<file path="config.mk">
export PLATFORM = sky130hd
export DESIGN_NAME = sstl_loop_top
export DESIGN_NICKNAME = d
export VERILOG_FILES = /design/src/design/sstl_pkg.sv /design/src/design/sstl_fifo.sv /design/src/design/sstl_loop_top.sv /design/src/design/sstl_sched.sv
export SDC_FILE = /design/constraint.sdc
export NUM_CORES = 1
export LEC_CHECK = 0
export ABC_AREA = 0
export ABC_CLOCK_PERIOD_IN_PS = 6530
export BUFFER_PORTS_ARGS = -buffer_cell sky130_fd_sc_hd__clkbuf_2
export CORE_UTILIZATION = 35
export CTS_BUF_LIST = sky130_fd_sc_hd__clkbuf_8
export CTS_CLUSTER_SIZE = 24
export DETAILED_ROUTE_END_ITERATION = 10
export PLACE_DENSITY_LB_ADDON = 0.05
export SLEW_MARGIN = 25
export SYNTH_ARGS = -nofsm -noshare
export SYNTH_HDL_FRONTEND = slang
export SYNTH_SLANG_ARGS = --single-unit
</file>
<file path="constraint.sdc">
create_clock -name clk_sys -period 6.53 [get_ports clk_sys]
set_input_delay 0.653 -clock clk_sys [delete_from_list [all_inputs] [get_ports clk_sys]]
set_output_delay 0.653 -clock clk_sys [all_outputs]
set_load 0.02 [all_outputs]
</file>
<file path="src/design/sstl_pkg.sv">
// Purpose: constants and types of the single-slot traffic loopback
// Assumes: frames and bursts arrive as 16-bit words, first word flagged
// Notes:   one TDMA frame tick per frame from the timing unit
// Function
// - ignore close command without active traffic channel or with a loop closed
// - with traffic channel active, close loop on named channel and acknowledge
// - loop A feeds good decoded frames back to the encoder, same channel
// - full-rate and half-rate speech loops 260 decoded bits
// - enhanced full-rate speech loops 244 bits
// - loop A replaces a bad speech frame by an all-zero frame
// - loop A leaves uplink undefined for FACCH frames; FACCH works normally
// - loop B returns every speech frame with no erased-frame signalling
// - loop C sends the 114 burst bits taken after decryption
// - loop C repeats every traffic burst and uses its own midamble
// - loop C never loops control or idle bursts
// - loop C runs within 104 frames after the acknowledgement
// - loop C round trip below 26 frames, fixed and declared
// - uplink control frame keeps its place; later bursts slip one frame
// - traffic loops and audio interface test never active together
// - commands come on dedicated control channel, link point 0, acknowledged
// - power-off or card removal ends every test function
package sstl_pkg;

  // ------------------------
  // sizes and timing
  // ------------------------
  localparam int WORD_W        = 16;
  localparam int FR_BITS_FULL  = 260;
  localparam int FR_BITS_EFR   = 244;
  localparam int BURST_BITS    = 114;
  localparam int MF_LEN        = 26;
  localparam int MF_CTRL_POS   = 12;
  localparam int MF_IDLE_POS   = 25;
  localparam int RTD_LIMIT     = 26;
  localparam int RTD_DEF       = 1;
  localparam int REPORT_FRAMES = 104;
  localparam int SETUP_FRAMES  = 1;
  localparam int FIFO_DEPTH_DEF = 8;
  localparam logic [2:0] SAPI_TEST = 3'h0;

  // ------------------------
  // enumerations and carriers
  // ------------------------
  typedef enum logic [1:0] {
    LOOP_A = 2'h0,
    LOOP_B = 2'h1,
    LOOP_C = 2'h2
  } sstl_loop_t;

  typedef enum logic [1:0] {
    RATE_FULL = 2'h0,
    RATE_HALF = 2'h1,
    RATE_EFR  = 2'h2
  } sstl_rate_t;

  typedef struct packed {
    logic       close;
    logic       open;
    sstl_loop_t loop;
    logic [2:0] tch;
    logic       on_dcch;
    logic [2:0] sapi;
    logic       acked;
  } sstl_cmd_t;

  typedef struct packed {
    logic [WORD_W-1:0] data;
    logic              first;
    logic              bfi;
    logic              facch;
    sstl_rate_t        rate;
  } sstl_dec_t;

  typedef struct packed {
    logic [WORD_W-1:0] data;
    logic              first;
    logic              ctrl;
  } sstl_burst_t;

  typedef struct packed {
    logic [WORD_W-1:0] data;
    logic              last;
    logic [4:0]        nbits;
    logic              burst;
  } sstl_ul_t;

  // words needed for a bit count
  function automatic logic [4:0] words_of(input int bits);
    words_of = 5'((bits + WORD_W - 1) / WORD_W);
  endfunction

  // valid bits in the closing word
  function automatic logic [4:0] tail_of(input int bits);
    tail_of = 5'(bits - (int'(words_of(bits)) - 1) * WORD_W);
  endfunction

endpackage

</file>
<file path="src/design/sstl_fifo.sv">
// Purpose: word buffer in the loopback data path
// Assumes: one clock, synchronous clear
// Notes:   depth must be a power of two
`timescale 1ns/1ps
`default_nettype none
module sstl_fifo #(
  parameter int W     = 8,
  parameter int DEPTH = 8
) (
  input  wire logic         clk_sys,
  input  wire logic         sys_rst,
  input  wire logic         clr,
  input  wire logic         in_valid,
  input  wire logic [W-1:0] in_data,
  output logic              in_ready,
  output logic              out_valid,
  output logic [W-1:0]      out_data,
  input  wire logic         out_ready
);
  localparam int AW = $clog2(DEPTH);

  generate
    if (DEPTH < 2 || (DEPTH & (DEPTH - 1)) != 0) begin : g_bad
      $error("fifo depth must be a power of two");
    end
  endgenerate

  logic [W-1:0]  mem_reg [DEPTH];
  logic [AW-1:0] wr_reg;
  logic [AW-1:0] rd_reg;
  logic [AW:0]   cnt_reg;
  wire           push;
  wire           pop;

  // flags from the fill count
  assign in_ready  = cnt_reg != (AW+1)'(DEPTH);
  assign out_valid = cnt_reg != '0;
  assign out_data  = mem_reg[rd_reg];
  assign push      = in_valid & in_ready;
  assign pop       = out_valid & out_ready;

  // storage
  always_ff @(posedge clk_sys) begin
    if (push) begin
      mem_reg[wr_reg] <= in_data;
    end
  end

  // pointers and count
  always_ff @(posedge clk_sys) begin
    if (sys_rst || clr) begin
      wr_reg  <= '0;
      rd_reg  <= '0;
      cnt_reg <= '0;
    end else begin
      wr_reg  <= wr_reg + AW'(push);
      rd_reg  <= rd_reg + AW'(pop);
      cnt_reg <= cnt_reg + (AW+1)'(push) - (AW+1)'(pop);
    end
  end
endmodule
`default_nettype wire

</file>
<file path="src/design/sstl_loop_top.sv">
// Purpose: single-slot traffic loopback, loops A, B and C
// Assumes: decoder, demodulator and encoder on clk_sys
// Notes:   power-off and card-removal pins are synchronised here
`timescale 1ns/1ps
`default_nettype none
module sstl_loop_top #(
  parameter int RTD_FRAMES = sstl_pkg::RTD_DEF,
  parameter int FIFO_DEPTH = sstl_pkg::FIFO_DEPTH_DEF
) (
  input  wire logic                 clk_sys,
  input  wire logic                 sys_rst,
  input  wire logic                 cmd_valid,
  input  wire sstl_pkg::sstl_cmd_t  cmd,
  input  wire logic                 tch_active,
  input  wire logic                 dai_req,
  input  wire logic                 power_off,
  input  wire logic                 card_removed,
  input  wire logic                 frame_tick,
  input  wire logic                 fn_sync,
  input  wire logic                 dec_valid,
  input  wire sstl_pkg::sstl_dec_t  dec_word,
  output logic                      dec_ready,
  input  wire logic                 brx_valid,
  input  wire sstl_pkg::sstl_burst_t brx_word,
  output logic                      brx_ready,
  output logic                      ul_valid,
  output sstl_pkg::sstl_ul_t        ul_word,
  input  wire logic                 ul_ready,
  output logic                      close_ack,
  output logic                      loop_closed,
  output sstl_pkg::sstl_loop_t      loop_sel,
  output logic [2:0]                loop_tch,
  output logic                      dai_enable,
  output logic                      loop_c_run,
  output logic                      own_midamble,
  output logic                      ul_ctrl_frame
);
  localparam int NW = sstl_pkg::WORD_W;
  localparam int UW = $bits(sstl_pkg::sstl_ul_t);
  localparam logic [4:0] BURST_WORDS =
    sstl_pkg::words_of(sstl_pkg::BURST_BITS);

  // ------------------------
  // parameter checks
  // ------------------------
  generate
    if (RTD_FRAMES < 1 || RTD_FRAMES >= sstl_pkg::RTD_LIMIT) begin : g_rtd
      $error("round trip delay out of range");
    end
    if (sstl_pkg::SETUP_FRAMES > sstl_pkg::REPORT_FRAMES) begin : g_set
      $error("loop setup slower than one reporting period");
    end
    if (FIFO_DEPTH < int'(BURST_WORDS)) begin : g_dep
      $error("buffer cannot hold one burst");
    end
  endgenerate

  typedef enum logic [2:0] {
    S_WAIT = 3'b001,
    S_PASS = 3'b010,
    S_SKIP = 3'b100
  } sstl_st_t;

  // ------------------------
  // declarations
  // ------------------------
  logic [1:0]           off_meta_reg;
  logic [1:0]           off_sync_reg;
  logic                 closed_reg;
  logic                 closed_next;
  logic                 dai_en_reg;
  logic                 dai_en_next;
  logic                 ack_reg;
  logic                 c_run_reg;
  logic                 c_run_next;
  logic                 mid_reg;
  sstl_pkg::sstl_loop_t sel_reg;
  logic [2:0]           tch_reg;
  sstl_st_t             st_reg;
  sstl_st_t             st_next;
  logic [4:0]           idx_reg;
  logic [4:0]           lenw_reg;
  logic [4:0]           tail_reg;
  logic                 zero_reg;
  logic [4:0]           send_cnt_reg;
  logic                 ul_valid_reg;
  sstl_pkg::sstl_ul_t   ul_word_reg;
  logic                 send_go;
  logic                 ctrl_frame;
  logic                 f_in_ready;
  logic                 f_out_valid;
  logic [UW-1:0]        f_out_data;

  wire                  stop_pin;
  wire                  path_ok;
  wire                  close_ok;
  wire                  open_ok;
  wire                  end_all;
  wire                  is_a;
  wire                  is_c;
  wire                  path_on;
  wire                  in_valid;
  wire                  in_first;
  wire [NW-1:0]         in_data;
  wire                  keep_fr;
  wire                  zero_new;
  wire [4:0]            lenw_new;
  wire [4:0]            tail_new;
  wire [4:0]            cur_idx;
  wire [4:0]            cur_len;
  wire [4:0]            cur_tail;
  wire                  cur_zero;
  wire                  is_last;
  wire                  want;
  wire                  push;
  wire                  drop_start;
  wire                  capture;
  wire                  in_rdy_eff;
  wire                  gate;
  wire                  pop;
  sstl_pkg::sstl_ul_t   push_word;

  // ------------------------
  // pin synchronisers, power-off and card removal
  // ------------------------
  always_ff @(posedge clk_sys) begin
    if (sys_rst) begin
      off_meta_reg <= 2'h0;
      off_sync_reg <= 2'h0;
    end else begin
      off_meta_reg <= {card_removed, power_off};
      off_sync_reg <= off_meta_reg;
    end
  end

  // ------------------------
  // command handling
  // ------------------------
  // only dedicated channel, link point zero, acknowledged mode
  assign path_ok  = cmd.on_dcch & cmd.acked &
                    (cmd.sapi == sstl_pkg::SAPI_TEST);
  assign stop_pin = |off_sync_reg;
  assign open_ok  = cmd_valid & cmd.open & path_ok;
  assign end_all  = open_ok | stop_pin;
  // audio test counts as a running test function
  assign close_ok = cmd_valid & cmd.close & path_ok & tch_active &
                    ~closed_reg & ~dai_en_reg & ~end_all;
  assign closed_next = end_all  ? 1'b0 :
                       close_ok ? 1'b1 : closed_reg;
  assign dai_en_next = dai_req & ~stop_pin & ~closed_next;
  // burst loop starts at the first frame after closing
  assign c_run_next  = end_all ? 1'b0 :
                       (closed_reg & is_c & frame_tick) ? 1'b1 :
                       c_run_reg;

  always_ff @(posedge clk_sys) begin
    if (sys_rst) begin
      closed_reg <= 1'b0;
      dai_en_reg <= 1'b0;
      ack_reg    <= 1'b0;
      c_run_reg  <= 1'b0;
      mid_reg    <= 1'b0;
    end else begin
      closed_reg <= closed_next;
      dai_en_reg <= dai_en_next;
      ack_reg    <= close_ok;
      c_run_reg  <= c_run_next;
      mid_reg    <= c_run_next;
    end
  end

  // loop type and channel taken as decoded fields
  always_ff @(posedge clk_sys) begin
    if (sys_rst) begin
      sel_reg <= sstl_pkg::LOOP_A;
      tch_reg <= 3'h0;
    end else if (close_ok) begin
      sel_reg <= cmd.loop;
      tch_reg <= cmd.tch;
    end
  end

  // ------------------------
  // source selection and frame shaping
  // ------------------------
  assign is_a     = sel_reg == sstl_pkg::LOOP_A;
  assign is_c     = sel_reg == sstl_pkg::LOOP_C;
  assign path_on  = is_c ? c_run_reg : closed_reg;
  assign in_valid = is_c ? brx_valid : dec_valid;
  assign in_first = is_c ? brx_word.first : dec_word.first;
  assign in_data  = is_c ? brx_word.data : dec_word.data;
  // control bursts and FACCH frames are not looped
  assign keep_fr  = is_c ? ~brx_word.ctrl : ~dec_word.facch;
  // bad frames zeroed in loop A only, loop B passes all
  assign zero_new = is_a & dec_word.bfi;
  assign lenw_new =
    is_c ? BURST_WORDS :
    (dec_word.rate == sstl_pkg::RATE_EFR) ?
      sstl_pkg::words_of(sstl_pkg::FR_BITS_EFR) :
      sstl_pkg::words_of(sstl_pkg::FR_BITS_FULL);
  assign tail_new =
    is_c ? sstl_pkg::tail_of(sstl_pkg::BURST_BITS) :
    (dec_word.rate == sstl_pkg::RATE_EFR) ?
      sstl_pkg::tail_of(sstl_pkg::FR_BITS_EFR) :
      sstl_pkg::tail_of(sstl_pkg::FR_BITS_FULL);

  // per-word context, fresh on a first word
  assign cur_idx  = in_first ? 5'h00 : idx_reg;
  assign cur_len  = in_first ? lenw_new : lenw_reg;
  assign cur_tail = in_first ? tail_new : tail_reg;
  assign cur_zero = in_first ? zero_new : zero_reg;
  assign is_last  = cur_idx == (cur_len - 5'h01);
  assign want     = path_on & in_valid &
                    (in_first ? keep_fr : (st_reg == S_PASS));
  assign push       = want & f_in_ready;
  assign drop_start = path_on & in_valid & in_first & ~keep_fr;
  assign capture    = push & is_last & is_c;
  assign in_rdy_eff = ~want | f_in_ready;
  assign dec_ready  = is_c ? 1'b1 : in_rdy_eff;
  assign brx_ready  = is_c ? in_rdy_eff : 1'b1;

  assign push_word.data  = cur_zero ? '0 : in_data;
  assign push_word.last  = is_last;
  assign push_word.nbits = is_last ? cur_tail : 5'(NW);
  assign push_word.burst = is_c;

  // frame walker next state
  always_comb begin
    st_next = st_reg;
    unique case (st_reg)
      S_WAIT, S_PASS, S_SKIP: begin
        if (push) begin
          st_next = is_last ? S_SKIP : S_PASS;
        end else if (drop_start) begin
          st_next = S_SKIP;
        end
      end
      default: st_next = S_WAIT;
    endcase
    if (end_all || !path_on) begin
      st_next = S_WAIT;
    end
  end

  // frame walker registers
  always_ff @(posedge clk_sys) begin
    if (sys_rst) begin
      st_reg   <= S_WAIT;
      idx_reg  <= 5'h00;
      lenw_reg <= 5'h00;
      tail_reg <= 5'h00;
      zero_reg <= 1'b0;
    end else begin
      st_reg <= st_next;
      if (push) begin
        idx_reg  <= cur_idx + 5'h01;
        lenw_reg <= cur_len;
        tail_reg <= cur_tail;
        zero_reg <= cur_zero;
      end
    end
  end

  // ------------------------
  // buffer and burst release timing
  // ------------------------
  sstl_fifo #(
    .W     (UW),
    .DEPTH (FIFO_DEPTH)
  ) u_fifo (
    .clk_sys   (clk_sys),
    .sys_rst   (sys_rst),
    .clr       (end_all),
    .in_valid  (push),
    .in_data   (push_word),
    .in_ready  (f_in_ready),
    .out_valid (f_out_valid),
    .out_data  (f_out_data),
    .out_ready (pop)
  );

  sstl_sched #(
    .RTD (RTD_FRAMES)
  ) u_sched (
    .clk_sys    (clk_sys),
    .sys_rst    (sys_rst),
    .clr        (end_all),
    .frame_tick (frame_tick),
    .fn_sync    (fn_sync),
    .capture    (capture),
    .send_go    (send_go),
    .ctrl_frame (ctrl_frame)
  );

  // ------------------------
  // uplink output stage
  // ------------------------
  // bursts leave only in their release frame
  assign gate = ~is_c | (send_cnt_reg != 5'h00);
  assign pop  = f_out_valid & gate & (~ul_valid_reg | ul_ready);

  always_ff @(posedge clk_sys) begin
    if (sys_rst || end_all) begin
      send_cnt_reg <= 5'h00;
    end else if (send_go) begin
      send_cnt_reg <= BURST_WORDS;
    end else if (pop && is_c) begin
      send_cnt_reg <= send_cnt_reg - 5'h01;
    end
  end

  always_ff @(posedge clk_sys) begin
    if (sys_rst) begin
      ul_valid_reg <= 1'b0;
      ul_word_reg  <= '0;
    end else if (pop) begin
      ul_valid_reg <= 1'b1;
      ul_word_reg  <= f_out_data;
    end else if (ul_ready) begin
      ul_valid_reg <= 1'b0;
    end
  end

  // output drive
  assign ul_valid      = ul_valid_reg;
  assign ul_word       = ul_word_reg;
  assign close_ack     = ack_reg;
  assign loop_closed   = closed_reg;
  assign loop_sel      = sel_reg;
  assign loop_tch      = tch_reg;
  assign dai_enable    = dai_en_reg;
  assign loop_c_run    = c_run_reg;
  assign own_midamble  = mid_reg;
  assign ul_ctrl_frame = ctrl_frame;
endmodule
`default_nettype wire

</file>
<file path="src/design/sstl_sched.sv">
// Purpose: burst release timing for the burst-by-burst loop
// Assumes: frame_tick marks the start of each TDMA frame
// Notes:   fn_sync realigns the multiframe count to zero
`timescale 1ns/1ps
`default_nettype none
module sstl_sched #(
  parameter int RTD = 1
) (
  input  wire logic clk_sys,
  input  wire logic sys_rst,
  input  wire logic clr,
  input  wire logic frame_tick,
  input  wire logic fn_sync,
  input  wire logic capture,
  output logic      send_go,
  output logic      ctrl_frame
);
  logic [4:0]   fn_reg;
  logic [4:0]   fn_next;
  logic         cap_reg;
  logic [RTD:0] line_reg;
  logic [3:0]   pend_reg;
  wire  [RTD+1:0] line_sh;
  wire  [3:0]   avail;
  wire          due;
  wire          ctrl_new;
  wire          go;

  // multiframe position of the frame now starting
  assign fn_next  = fn_sync ? 5'h00 :
                    (fn_reg == 5'(sstl_pkg::MF_LEN - 1)) ? 5'h00 :
                    fn_reg + 5'h01;
  assign ctrl_new = fn_next == 5'(sstl_pkg::MF_CTRL_POS) ||
                    fn_next == 5'(sstl_pkg::MF_IDLE_POS);
  // fixed delay line, one bit per frame
  assign line_sh  = {line_reg, cap_reg | capture};
  assign due      = frame_tick & line_sh[RTD-1];
  assign avail    = pend_reg + 4'(due);
  // control frame holds its place, burst waits a frame
  assign go       = frame_tick & (avail != 4'h0) & ~ctrl_new;

  // frame count and release bookkeeping
  always_ff @(posedge clk_sys) begin
    if (sys_rst) begin
      fn_reg <= 5'h00;
    end else if (frame_tick || fn_sync) begin
      fn_reg <= fn_next;
    end
  end

  always_ff @(posedge clk_sys) begin
    if (sys_rst || clr) begin
      cap_reg    <= 1'b0;
      line_reg   <= '0;
      pend_reg   <= 4'h0;
      send_go    <= 1'b0;
      ctrl_frame <= 1'b0;
    end else begin
      cap_reg    <= frame_tick ? 1'b0 : (cap_reg | capture);
      line_reg   <= frame_tick ? line_sh[RTD:0] : line_reg;
      pend_reg   <= avail - 4'(go);
      send_go    <= go;
      ctrl_frame <= frame_tick ? ctrl_new : ctrl_frame;
    end
  end
endmodule
`default_nettype wire
</file>
### After elaboration in Yosys (flattened, before gate mapping)

Memory sizes are Yosys's and may differ from the RTL's. A register that Yosys moved wholly into a read port is not among the register bits.
Index checks and enable logic that the tools add are counted.

| operators by class | value |
|---|---|
| add/subtract/negate cells | 10 |
| eq/ne operators | 10 |
| mux-type cells | 30 |
| bitwise operators | 47 |
| reductions and logical operators | 20 |

Operators by type and width:

| cell | count |
|---|---|
| $mux W5 | 7 |
| $mux W16 | 2 |
| $and A1 B1 Y1 | 29 |
| $mux W1 | 15 |
| $not A1 Y1 | 13 |
| $mux W3 | 4 |
| $add A5 B1 Y5 const B | 2 |
| $eq A5 B5 Y1 const B | 2 |
| $sub A5 B1 Y5 const B | 2 |
| $add A4 B1 Y4 | 2 |
| $mux W4 | 2 |
| $reduce_bool A4 Y1 | 2 |
| $reduce_or A2 Y1 | 4 |
| $sub A4 B1 Y4 | 2 |
| $add A3 B1 Y3 | 2 |
| $reduce_bool A2 Y1 | 3 |
| $reduce_or A3 Y1 | 2 |
| $eq A5 B4 Y1 const B | 1 |
| $eq A5 B5 Y1 | 1 |
| $or A1 B1 Y1 | 5 |
| $reduce_bool A5 Y1 | 1 |
| $eq A2 B2 Y1 const B | 2 |
| $logic_or A1 B1 Y1 | 4 |
| $ne A4 B4 Y1 const B | 1 |
| other kinds (7) | 7 |

| word-level totals | value |
|---|---|
| register bits after elaboration | 60 |
| bits in writable memories | 184 |
| bits of input ports | 63 |
| output and inout bits | 37 |
| logic and storage cells | 142 |
| memories | 1 |

Memory list:

| name | words | bits a word | read ports | clocked after memory_dff | write ports | RTL line | RTL |
|---|---|---|---|---|---|---|---|
| u_fifo.mem_reg | 8 | 23 | 1 | 1 | 1 | sstl_fifo.sv:28 | `logic [W-1:0] mem_reg [DEPTH];` |

### Logic depth before layout (Yosys ltp)

Gate-level depths: netlist (run 1).

| logic depth | value |
|---|---|
| depth in word-level cells | 15 |
| gate-level depth with buffers | 22 |

### By module

A second synthesis (run 1) with hierarchy kept.

| unflattened totals | value |
|---|---|
| cells, all modules | 789 |
| area total of the unflattened synthesis | 11,289.6 um2 |

Modules (own cells, without submodules):

| module | times used | cells an instance | area an instance (um2) |
|---|---|---|---|
| sstl_fifo | 1 | 328 | 7,618.6 |
| sstl_loop_top | 1 | 377 | 2,939.1 |
| sstl_sched | 1 | 84 | 732.0 |

### Least setup slack after synthesis (run 1)

OpenSTA, ideal clock, no wires.

| timing | value |
|---|---|
| path kind | input-to-reg |
| start point | input port dec_word[4] in the netlist's numbering |
| end point | memory u_fifo.mem_reg[2][0] in the netlist's numbering (enable) |
| arrival time | 4.268 ns |
| required time | 6.060 ns |
| setup slack | 1.792 ns |
| stages | 8 |
| cell sequence | buf_2 -> inv_2 -> o21ai_4 -> mux2i_1 -> or2_1 -> clkbuf_2 -> buf_2 -> nor4b_1 |

| on the way | value |
|---|---|
| cells in the longest elaborated chain, start to end | 7 |

Ends and longest elaborated chain:

| element | RTL line | RTL |
|---|---|---|
| start: declaration | sstl_loop_top.sv:21 | `input wire sstl_pkg::sstl_dec_t dec_word,` |
| $mux W1 | sstl_loop_top.sv:190 | `assign in_first = is_c ? brx_word.first : dec_word.first;` |
| $mux W1 | sstl_loop_top.sv:214 | `(in_first ? keep_fr : (st_reg == S_PASS));` |
| $and A1 B1 Y1 | sstl_loop_top.sv:213 | `assign want = path_on & in_valid &` |
| $and A1 B1 Y1 | sstl_loop_top.sv:215 | `assign push = want & f_in_ready;` |
| $and A1 B1 Y1 | sstl_fifo.sv:39 | `assign push = in_valid & in_ready;` |
| $mux W1 | sstl_fifo.sv:44 | `if (push) begin` |
| $mux W1 (implied by the code) | sstl_fifo.sv:45 | `mem_reg[wr_reg] <= in_data;` |
| end: declaration | sstl_fifo.sv:28 |  |

Every way passes these cells.

### Final worst setup path (run 1)

| timing | value |
|---|---|
| start point | register sel_reg[0] (netlist: loop_sel[0]) |
| end point | register u_sched.pend_reg[2] |

| on the way | value |
|---|---|
| cells in the longest elaborated chain, start to end | 14 |
| elaborated cells between the ends (all ways) | 23 |
| those cells by class | 3 x add/sub; 2 x eq/ne; 8 x mux; 9 x bitwise; 1 x reduce/logical |

Ends and longest elaborated chain:

| element | RTL line | RTL |
|---|---|---|
| start: declaration | sstl_loop_top.sv:77 | `sstl_pkg::sstl_loop_t sel_reg;` |
| start signal: assignment | sstl_loop_top.sv:175 | `sel_reg <= sstl_pkg::LOOP_A;` |
| start signal: assignment | sstl_loop_top.sv:178 | `sel_reg <= cmd.loop;` |
| $eq A2 B2 Y1 * | sstl_loop_top.sv:187 | `assign is_c = sel_reg == sstl_pkg::LOOP_C;` |
| $mux W5, or another cell as far along | sstl_loop_top.sv:197 | `is_c ? BURST_WORDS :` |
| $mux W5, or another cell as far along | sstl_loop_top.sv:209 | `assign cur_len = in_first ? lenw_new : lenw_reg;` |
| $sub A5 B1 Y5 or $and A1 B1 Y1 (tied branches) | sstl_loop_top.sv:212, sstl_loop_top.sv:213 |  |
| $eq A5 B5 Y1 or $and A1 B1 Y1 (tied branches) | sstl_loop_top.sv:212, sstl_loop_top.sv:215 |  |
| $and A1 B1 Y1 | sstl_loop_top.sv:217 | `assign capture = push & is_last & is_c;` |
| $and A1 B1 Y1 * | sstl_loop_top.sv:217 |  |
| $or A1 B1 Y1 * | sstl_sched.sv:36 | `assign line_sh = {line_reg, cap_reg \| capture};` |
| $and A1 B1 Y1 * | sstl_sched.sv:37 | `assign due = frame_tick & line_sh[RTD-1];` |
| $add A4 B1 Y4 * | sstl_sched.sv:38 | `assign avail = pend_reg + 4'(due);` |
| $reduce_bool A4 Y1 * | sstl_sched.sv:40 | `assign go = frame_tick & (avail != 4'h0) & ~ctrl_new;` |
| $and A1 B1 Y1 * (2 in series) | sstl_sched.sv:40 |  |
| named net u_sched.go | sstl_sched.sv:27 | `wire go;` |
| $sub A4 B1 Y4 * | sstl_sched.sv:61 | `pend_reg <= avail - 4'(go);` |
| end signal: assignment | sstl_sched.sv:61 |  |
| end: declaration | sstl_sched.sv:22 | `logic [3:0] pend_reg;` |

Mark *: on every way through the listed nets, which the timed path passes. The rest lies on a longest branch.
A chain may end at the register's enable or synchronous reset.

==> impl_metrics.yaml, run 1 <==
run_status:
  outcome: "finished with violations"
  violations: "design-rule violations"
placed_design:
  gp_congestion: 0.787
  dp.cells: 1240
  placed_cell_area_mm2: 0.0120
  io_buffers: 99
  dp_hpwl_um: 15000
global_route:
  grt_usage_pct: 16.8
  overflow: 0
  grt_max_degree: 56
  grt_pass1_wl_um: 39700
  grt_pass1_vias: 7072
  antenna_found_initial: 0
drt:
  wl_per_cell_um: 19.8
  via_per_inst: 5.10
  drc: 12
  dr_total_vias: 6760
  drt_wl_total_um: 26200
  drt_pass1_iterations: 8
  final_antenna_net_count: 0
  drtIter0Drc: 392
clock_tree:
  clock_path_buffers: 3
  post_cts_resized: 0
  htreeDepth: 2
  root_buffer: "clkbuf_8"
  clk_pin_slew_ns: 0.06
  numCtsBuffers: 47
  clkSinkCount: 267
  cts_tree: "yes"
  cts_setup_buffers: 0
  holdBufCountCts: 0
  insertion_delay_ns: 0.56
cells_and_area:
  stdcell_count: 1326
  drive_above_1_share_pct: 25.7
  utilization_pct: 41.7
  syn2layout_area_growth_pct: 16.7
  num_antenna_cells: 0
  largest_reg_flops: 184
  final_area_mm2: 0.0128
  nets: 977
die:
  die_width_um: 179
  die_h_um: 179
  coreArea_mm2: 0.0307
  io_pins: 100
  rows: 64
  dieArea_mm2: 0.0321
  initial_core_util_pct: 35.8
sta:
  rsz0062_at_grt: "no"
  finalCritPeriodShare_pct: 76.9
  maxClockFrequency_mhz: 199
  tns_ns: 0
  hold_slack_ns: 0.295
  tightestPinTransition_ns: 0.949
  slew_violations: 0
  slew_headroom_pct: 36.6
  layout_min_cycle_time_ns: 5.02
  finalHoldViolCount: 0
  setup_viol: 0
  skew_ns: 0.0194
worst_setup_path:
  cp.required_ns: 6.93
  crit_path_max_incr_delay_ns: 0.61
  crit_path_end_kind: "flop"
  r2r_start: "loop_sel[0]"
  worstSetupStartpoint: "loop_sel[0]"
  rrSetupSlack_ns: 1.51
  cp.arrival_ns: 5.42
  crit_top_cell: "ha_1"
  start_kind: "flop"
  path_max_fanout: 10
  crit_path_top_delay_cell: "a21boi_1"
  path_cells: "nand3b_2 -> a21boi_1 -> nand2_1 -> ha_1 -> nor3b_1 -> mux2_2 -> a2111oi_0 -> a211o_1 -> o41a_1 -> nor2b_1 -> ha_1 -> ha_1 -> xor2_1 -> nor2_1 -> nand3_1 -> nor2b_1 -> ha_1 -> ha_1 -> xnor2_1 -> nor2_1"
  worst-setup-path-type: "reg2reg"
yosys:
  ys_types: 63
  synth_edf_count: 184
  yosys_warnings: 0
  ys.flop_type: "edfxtp_1"
  async_flop_share_pct: 0
  synth_compound_area_share_pct: 6.13
  muxShareOfSynthArea_pct: 12.4
  syn_inst: 771
  ys_ff_latch: 267
  yosys.area_share.simple_pct: 9.81
  synth_top_area_cell: "edfxtp_1"
  mappedNetlistArea_mm2: 0.0110
  syn_nets: 855
  yosys.area.top_type_share_pct: 50.2
  syn_area_per_cell_um2: 14.3
  synthTopCellsByArea: "edfxtp_1, dfxtp_1, mux4_2, mux2i_1, ha_1"
  synth_fa_ha_area_share_pct: 2.46
  synth_xor_xnor_area_share_pct: 1.51
  seq_area_frac_synth_pct: 65.3
  synth_top_family_by_area: "multiplexers"
worst_hold_path:
  min-delay-start: "card_removed"
  holdCritPathClass: "in2reg"
job:
  cap_viol_max_count: 0
power:
  p_per_area_mw_per_mm2: 332
  p_leak_nw: 4.64
  ir_drop_mv: 0.137
-- report_power, final --
part | switching, mW | total [mW] | internal [mW]
clock network | 0.664 | 1.41 | 0.746
logic | 0.477 | 0.855 | 0.378
registers | 0.0998 | 2.00 | 1.90
-- final timing paths --
| kind | endpoint | cells past startpoint |
|---|---|---|
| setup / recovery | u_sched.pend_reg[2] | 20 |
| setup reg to reg | u_sched.pend_reg[2] | 20 |
| hold reg to reg | off_sync_reg[1] | 1 |
| hold / removal | off_meta_reg[1] | 2 |
-- cells in the final DEF, fill, tap and decap left out, drive strengths merged, types with 2 or more instances in the layout --
master and count:
xnor2 13, nand2b 10, a31oi 4, o211ai 2, edfxtp 184, clkbuf 149, o21ai 12, nor3b 5
a2111oi 2, buf 14, nand2 60, nor2 65, and2 20, clkinv 9, or4 3, o32ai 4
a21oi 34, nor2b 10, a211oi 27, xor2 6, mux2i 32, o211a 3, nor3 21, mux4 46
nand3 15, inv 47, nand3b 2, or2 3, dfxtp 83, a21boi 2, ha 20
-- per-layer routing --
layer / up-vias / GRT usage [%] / wire (um)
li1: 3152 / - / -
met1: 3413 / 22.2 / 12200
met2: 160 / 27.8 / 12600
met3: 35 / 3.41 / 1060
met4: 0 / 4.83 / 418
met5: - / 0 / 0
-- through the flow --
stage	power, mW	worst slack, ns
6_report	4.27	1.51
2_1_floorplan	2.65	1.79
3_3_place_gp	2.89	1.43
5_1_grt	4.51	1.14
4_1_cts	4.34	1.52
3_5_place_dp	2.91	1.18
-- cell type report --
class	instances	area, um2
clock inverters	36	175
multi-input cells	443	3610
fillers	2899	17900
flip-flops and latches	267	7190
repair buffers	113	601
inverters	21	78.8
clock buffers	50	688
well taps	396	495
-- Yosys cell counts (8+ instances only) --
library cell and n:
edfxtp_1 184, dfxtp_1 83, nor2_1 65, nand2_1 60, mux4_2 46, a21oi_1 34
mux2i_1 32, a211oi_1 27, clkbuf_1 22, and2_1 20, ha_1 20, nor3_1 20
inv_1 18, nand3_1 15, xnor2_1 13, o21ai_0 11, nor2b_1 10, nand2b_1 9
buf_2 8
-- cells by family after synthesis --
kind of cell             count (synthesis)
buffers and inverters                   61
AND/OR/NAND/NOR                        223
XOR/XNOR                                19
AO/OA/AOI/OAI                          101
multiplexers                            79
adder cells (fa/ha/maj)                 21
flip-flops                             267
-- worst max-delay path: cells and delay by family (launching register included) --
family / cells / cell delay [ns]
muxes: 1 / 0.29
AOI/OAI and AO/OA: 4 / 1.60
and+or+nand+nor: 8 / 1.09
adders and majority gates: 5 / 1.15
DFF: 1 / 0.38
xor gates and xnor gates: 2 / 0.34
No activity file was read; power rests on OpenSTA's default activity.
==> run 2, diff against run 1 <==
--- a/config.mk
+++ b/config.mk
@@ -6,7 +6,7 @@
 export NUM_CORES = 1
 export LEC_CHECK = 0
 export ABC_AREA = 0
-export ABC_CLOCK_PERIOD_IN_PS = 6530
+export ABC_CLOCK_PERIOD_IN_PS = 4300
 export BUFFER_PORTS_ARGS = -buffer_cell sky130_fd_sc_hd__clkbuf_2
 export CORE_UTILIZATION = 35
 export CTS_BUF_LIST = sky130_fd_sc_hd__clkbuf_8
==> constraint.sdc (replaced) <==
create_clock -name clk_sys -period 4.3 [get_ports clk_sys]
set_input_delay 0.43 -clock clk_sys [delete_from_list [all_inputs] [get_ports clk_sys]]
set_output_delay 0.43 -clock clk_sys [all_outputs]
set_load 0.02 [all_outputs]
==> impl_metrics.yaml, run 2 (synthesis gave the netlist of run 1 again) <==
run_status:
  outcome: "finished with violations"
  violations: "design-rule violations"
power:
  p_leak_nw: 4.75
  power_switching_mw: 1.90
  p_int_mw: 4.84
  switching_share_pct: 28.2
  ir_drop_mv: 0.192
  p_seq_share_pct: 45.1
  clkPwrFrac_pct: 34.9
  pwr-share-comb_pct: 20.0
  p_per_area_mw_per_mm2: 511
cells_and_area:
  layout_commonest_cell: "edfxtp_1"
  utilization_pct: 42.8
  nets: 996
  drive_above_1_share_pct: 29.3
  num_antenna_cells: 0
  layout_common_cells: "edfxtp_1, clkbuf_2, dfxtp_1"
  largest_reg_flops: 184
  syn2layout_area_growth_pct: 19.8
  stdcell_count: 1346
  fillers: 2861
global_route:
  use_met1_pct: 22.3
  use_met3_pct: 3.07
  grt_usage_pct: 16.8
  top_usage_layer: "met2"
  overflow: 0
  grt_pass1_wl_um: 40400
  use_met2_pct: 27.8
  grt_pass1_vias: 7178
  grt_max_degree: 55
  antenna_found_initial: 1
drt:
  dr_total_vias: 6828
  drt_wl_total_um: 26100
  via_per_inst: 5.07
  wl_per_cell_um: 19.4
  drtIter0Drc: 420
  final_antenna_net_count: 0
  drt_pass1_iterations: 7
  drc: 8
sta:
  fin_ws_ns: 0.157
  skew_ns: 0.0145
  setup_viol: 0
  slew_violations: 0
  slew_headroom_pct: 32.7
  finalCritPeriodShare_pct: 96.4
  maxClockFrequency_mhz: 241
  layout_min_cycle_time_ns: 4.14
  finalHoldViolCount: 0
  tightestPinTransition_ns: 1.00
placed_design:
  dp.cells: 1253
  place_ws_ns: -0.106
  io_buffers: 99
  gp_congestion: 0.778
  dp_hpwl_um: 15700
die:
  io_pins: 100
  die_width_um: 179
  coreArea_mm2: 0.0307
  initial_core_util_pct: 35.8
  rows: 64
  die_h_um: 179
  dieArea_mm2: 0.0321
worst_hold_path:
  holdCritPathClass: "in2reg"
worst_setup_path:
  cp.required_ns: 4.71
  rrSetupSlack_ns: 0.16
  worst-setup-path-type: "reg2reg"
  start_kind: "flop"
  path_max_fanout: 5
  crit_path_end_kind: "flop"
  cp.arrival_ns: 4.56
clock_tree:
  insertion_delay_ns: 0.55
  cts_tree: "yes"
  htreeDepth: 2
  clkSinkCount: 267
  numCtsBuffers: 47
  holdBufCountCts: 0
  root_buffer: "clkbuf_8"
  clock_path_buffers: 3
  clk_pin_slew_ns: 0.06
job:
  cap_viol_max_count: 0
==> run 2: cell type report <==
class                           count  area, um2  share of cell area (%)
Tap cell                          396        495                    3.76
Clock inverter                     26        135                    1.03
Clock buffer                       61        840                    6.37
Timing Repair Buffer              132        781                    5.93
Multi-Input combinational cell    443       3650                    27.7
Inverter                           21       78.8                   0.598
Sequential cell                   267       7190                    54.6
==> run 2: worst max-delay path, stage by stage (launching register included) <==
cell,delay (ns)
dfxtp_2,0.34
nand2b_4,0.16
inv_2,0.06
o211ai_1,0.11
and2_1,0.21
ha_2,0.19
nor3b_1,0.14
mux2_4,0.28
a31o_2,0.25
a211o_1,0.28
o41a_1,0.43
nor2b_2,0.14
ha_2,0.19
ha_2,0.28
nor2_2,0.13
nand3_1,0.09
nor2b_2,0.17
ha_2,0.21
ha_1,0.19
xnor2_1,0.13
nor2_1,0.05
==> run 2: through the flow <==
step	area, um2	total power, mW	TNS, ns	hold slack, ns
after floorplan	11000	4.03	0	0.414
after global placement	12100	4.40	0	0.436
after detailed placement	12100	4.44	-0.146	0.431
after CTS	13100	6.83	0	0.0719
after global routing	13200	7.12	-0.0337	0.0818
final	13200	6.74	0	0.111
==> run 2: path summary, 6_finish.rpt <==
| check | from | end | cells after the start |
|---|---|---|---|
| setup / recovery | loop_sel[0] | u_sched.pend_reg[2] | 20 |
| hold / removal | dai_req | dai_enable | 2 |
| setup reg to reg | loop_sel[0] | u_sched.pend_reg[2] | 20 |
| hold reg to reg | off_meta_reg[0] | off_sync_reg[0] | 1 |
==> run 2: timing repair <==
action / CTS / global route
endpoints found under the setup margin: 3 / 3
gates resized for setup: 4 / 7
buffers inserted: 2 / 4
pin swaps: 2 / 8
==> run 2: power by group through the flow <==
stage,Clock [mW],Combinational (mW),Sequential [mW]
6_report,2.35,1.35,3.04
5_1_grt,2.56,1.49,3.07
4_1_cts,2.43,1.36,3.05
3_5_place_dp,0,1.34,3.10
3_3_place_gp,0,1.31,3.09
2_1_floorplan,0,0.896,3.13
==> run 2: layer usage <==
metal	share of wire [%]	vias up
met3	4.4	39
li1	-	3196
met5	0	-
met4	1.8	0
met1	46	3431
met2	48	162
==> run 3, diff against run 2 <==
--- a/config.mk
+++ b/config.mk
@@ -6,12 +6,12 @@
 export NUM_CORES = 1
 export LEC_CHECK = 0
 export ABC_AREA = 0
-export ABC_CLOCK_PERIOD_IN_PS = 4300
-export BUFFER_PORTS_ARGS = -buffer_cell sky130_fd_sc_hd__clkbuf_2
+export ABC_CLOCK_PERIOD_IN_PS = 4510
 export CORE_UTILIZATION = 35
 export CTS_BUF_LIST = sky130_fd_sc_hd__clkbuf_8
 export CTS_CLUSTER_SIZE = 24
 export DETAILED_ROUTE_END_ITERATION = 10
+export DONT_BUFFER_PORTS = 1
 export PLACE_DENSITY_LB_ADDON = 0.05
 export SLEW_MARGIN = 25
 export SYNTH_ARGS = -nofsm -noshare
==> constraint.sdc (replaced) <==
create_clock -name clk_sys -period 4.51 [get_ports clk_sys]
set_input_delay 0.451 -clock clk_sys [delete_from_list [all_inputs] [get_ports clk_sys]]
set_output_delay 0.451 -clock clk_sys [all_outputs]
set_load 0.02 [all_outputs]
==> impl_metrics.yaml, run 3 (synthesis gave the netlist of run 1 again) <==
drt:
  wl_per_cell_um: 20.8
  drt_pass1_iterations: 8
  drtIter0Drc: 356
  final_antenna_net_count: 0
  dr_total_vias: 6491
  drc: 6
  drt_wl_total_um: 26000
  via_per_inst: 5.21
global_route:
  antenna_found_initial: 0
  overflow: 0
  grt_max_degree: 50
  grt_pass1_vias: 6751
  grt_pass1_wl_um: 39300
  grt_usage_pct: 16.6
cells_and_area:
  largest_reg_flops: 184
  drive_above_1_share_pct: 19.9
  final_area_mm2: 0.0126
  layout_common_cells: "edfxtp_1, dfxtp_1, nor2_1"
  syn2layout_area_growth_pct: 14.6
  num_antenna_cells: 0
  nets: 896
  layout_commonest_cell: "edfxtp_1"
sta:
  fin_ws_ns: 0.223
  slew_headroom_pct: 36.4
  slew_violations: 0
  layout_min_cycle_time_ns: 4.29
  finalHoldViolCount: 0
  maxClockFrequency_mhz: 233
  finalCritPeriodShare_pct: 95.0
  setup_viol: 0
  skew_ns: 0.0202
  tightestPinTransition_ns: 0.954
die:
  initial_core_util_pct: 35.8
  dieArea_mm2: 0.0321
  die_width_um: 179
  die_h_um: 179
  coreArea_mm2: 0.0307
  io_pins: 100
  rows: 64
worst_setup_path:
  path_max_fanout: 5
  r2r_start: "loop_sel[0]"
  cp.required_ns: 4.91
  worstSetupStartpoint: "loop_sel[0]"
  worst-setup-path-type: "reg2reg"
  start_kind: "flop"
  crit_path_end_kind: "flop"
  cp.arrival_ns: 4.68
power:
  p_total_mw: 6.17
  p_per_area_mw_per_mm2: 490
  ir_drop_mv: 0.277
  p_leak_nw: 4.32
clock_tree:
  numCtsBuffers: 47
  clk_pin_slew_ns: 0.06
  clock_path_buffers: 3
  cts_tree: "yes"
  htreeDepth: 2
  clkSinkCount: 267
  root_buffer: "clkbuf_8"
  insertion_delay_ns: 0.55
worst_hold_path:
  holdCritPathClass: "in2reg"
  min-delay-start: "cmd[6]"
run_status:
  violations: "design-rule violations"
  outcome: "finished with violations"
placed_design:
  gp_congestion: 0.741
  io_buffers: 0
  dp_hpwl_um: 15400
  placed_cell_area_mm2: 0.0116
  place_ws_ns: 0.139
job:
  cap_viol_max_count: 0
run 3: path summary, 6_finish.rpt:
kind | end | slack (ns) | depth (start not counted)
setup reg to reg | u_sched.pend_reg[2] | 0.22 | 21
setup / recovery | u_sched.pend_reg[2] | 0.22 | 21
hold reg to reg | off_sync_reg[1] | 0.44 | 1
hold / removal | loop_tch[1] | 0.06 | 2
run 3: worst max-delay path, cell delays in order (launching register included):
cell and delay [ns]:
dfxtp_1 0.32, nand2b_4 0.16, inv_2 0.06, o211ai_1 0.10, and2_1 0.20, ha_1 0.21, nor3b_1 0.14, mux2_4 0.27
a31o_2 0.26, a211o_4 0.34, o41a_1 0.45, nor2b_2 0.14, ha_2 0.22, ha_4 0.15, xor2_2 0.08, nor2_1 0.14
nand3_1 0.10, nor2b_2 0.17, ha_2 0.22, ha_1 0.20, xnor2_1 0.15, nor2_1 0.05
run 3: per-stage QoR:
| stage | hold slack (ns) | instances | setup TNS [ns] | util [%] |
|---|---|---|---|---|
| detailed placement | 0.430 | 1152 | 0 | 37.7 |
| finish | 0.0566 | 1247 | 0 | 41.0 |
| global placement | 0.422 | 1150 | 0 | 37.5 |
| CTS | 0.0117 | 1245 | 0 | 40.8 |
| floorplan | 0.414 | 771 | 0 | - |
| global route | 0.0339 | 1247 | -0.00933 | 41.0 |
run 3: routing by layer:
layer / share of wire [%] / up-vias / track usage (%)
li1: - / 3005 / -
met1: 45 / 3306 / 21.9
met2: 49 / 128 / 27.6
met3: 3.8 / 52 / 2.88
met4: 2.3 / 0 / 5.36
met5: 0 / - / 0
run 3: layout make-up:
class	count	area, um2
Clock buffer	53	729
Sequential cell	267	7190
Fill cell	2847	18100
Inverter	21	78.8
Clock inverter	35	150
Multi-Input combinational cell	443	3660
Timing Repair Buffer	32	295
Tap cell	396	495
run 3: repair_timing:
item,in CTS,in global routing
buffers inserted,0,2
setup endpoints to repair,0,3
hold endpoints to repair,52,0
gates resized for setup,0,11
hold buffers,5,0
run 3: report_power, final:
part	internal [mW]	switching, mW	leakage (nW)
Sequential	2.75	0.277	2.39
Clock	1.08	0.973	0.528
Combinational	0.547	0.542	1.40
Total	4.38	1.79	4.32
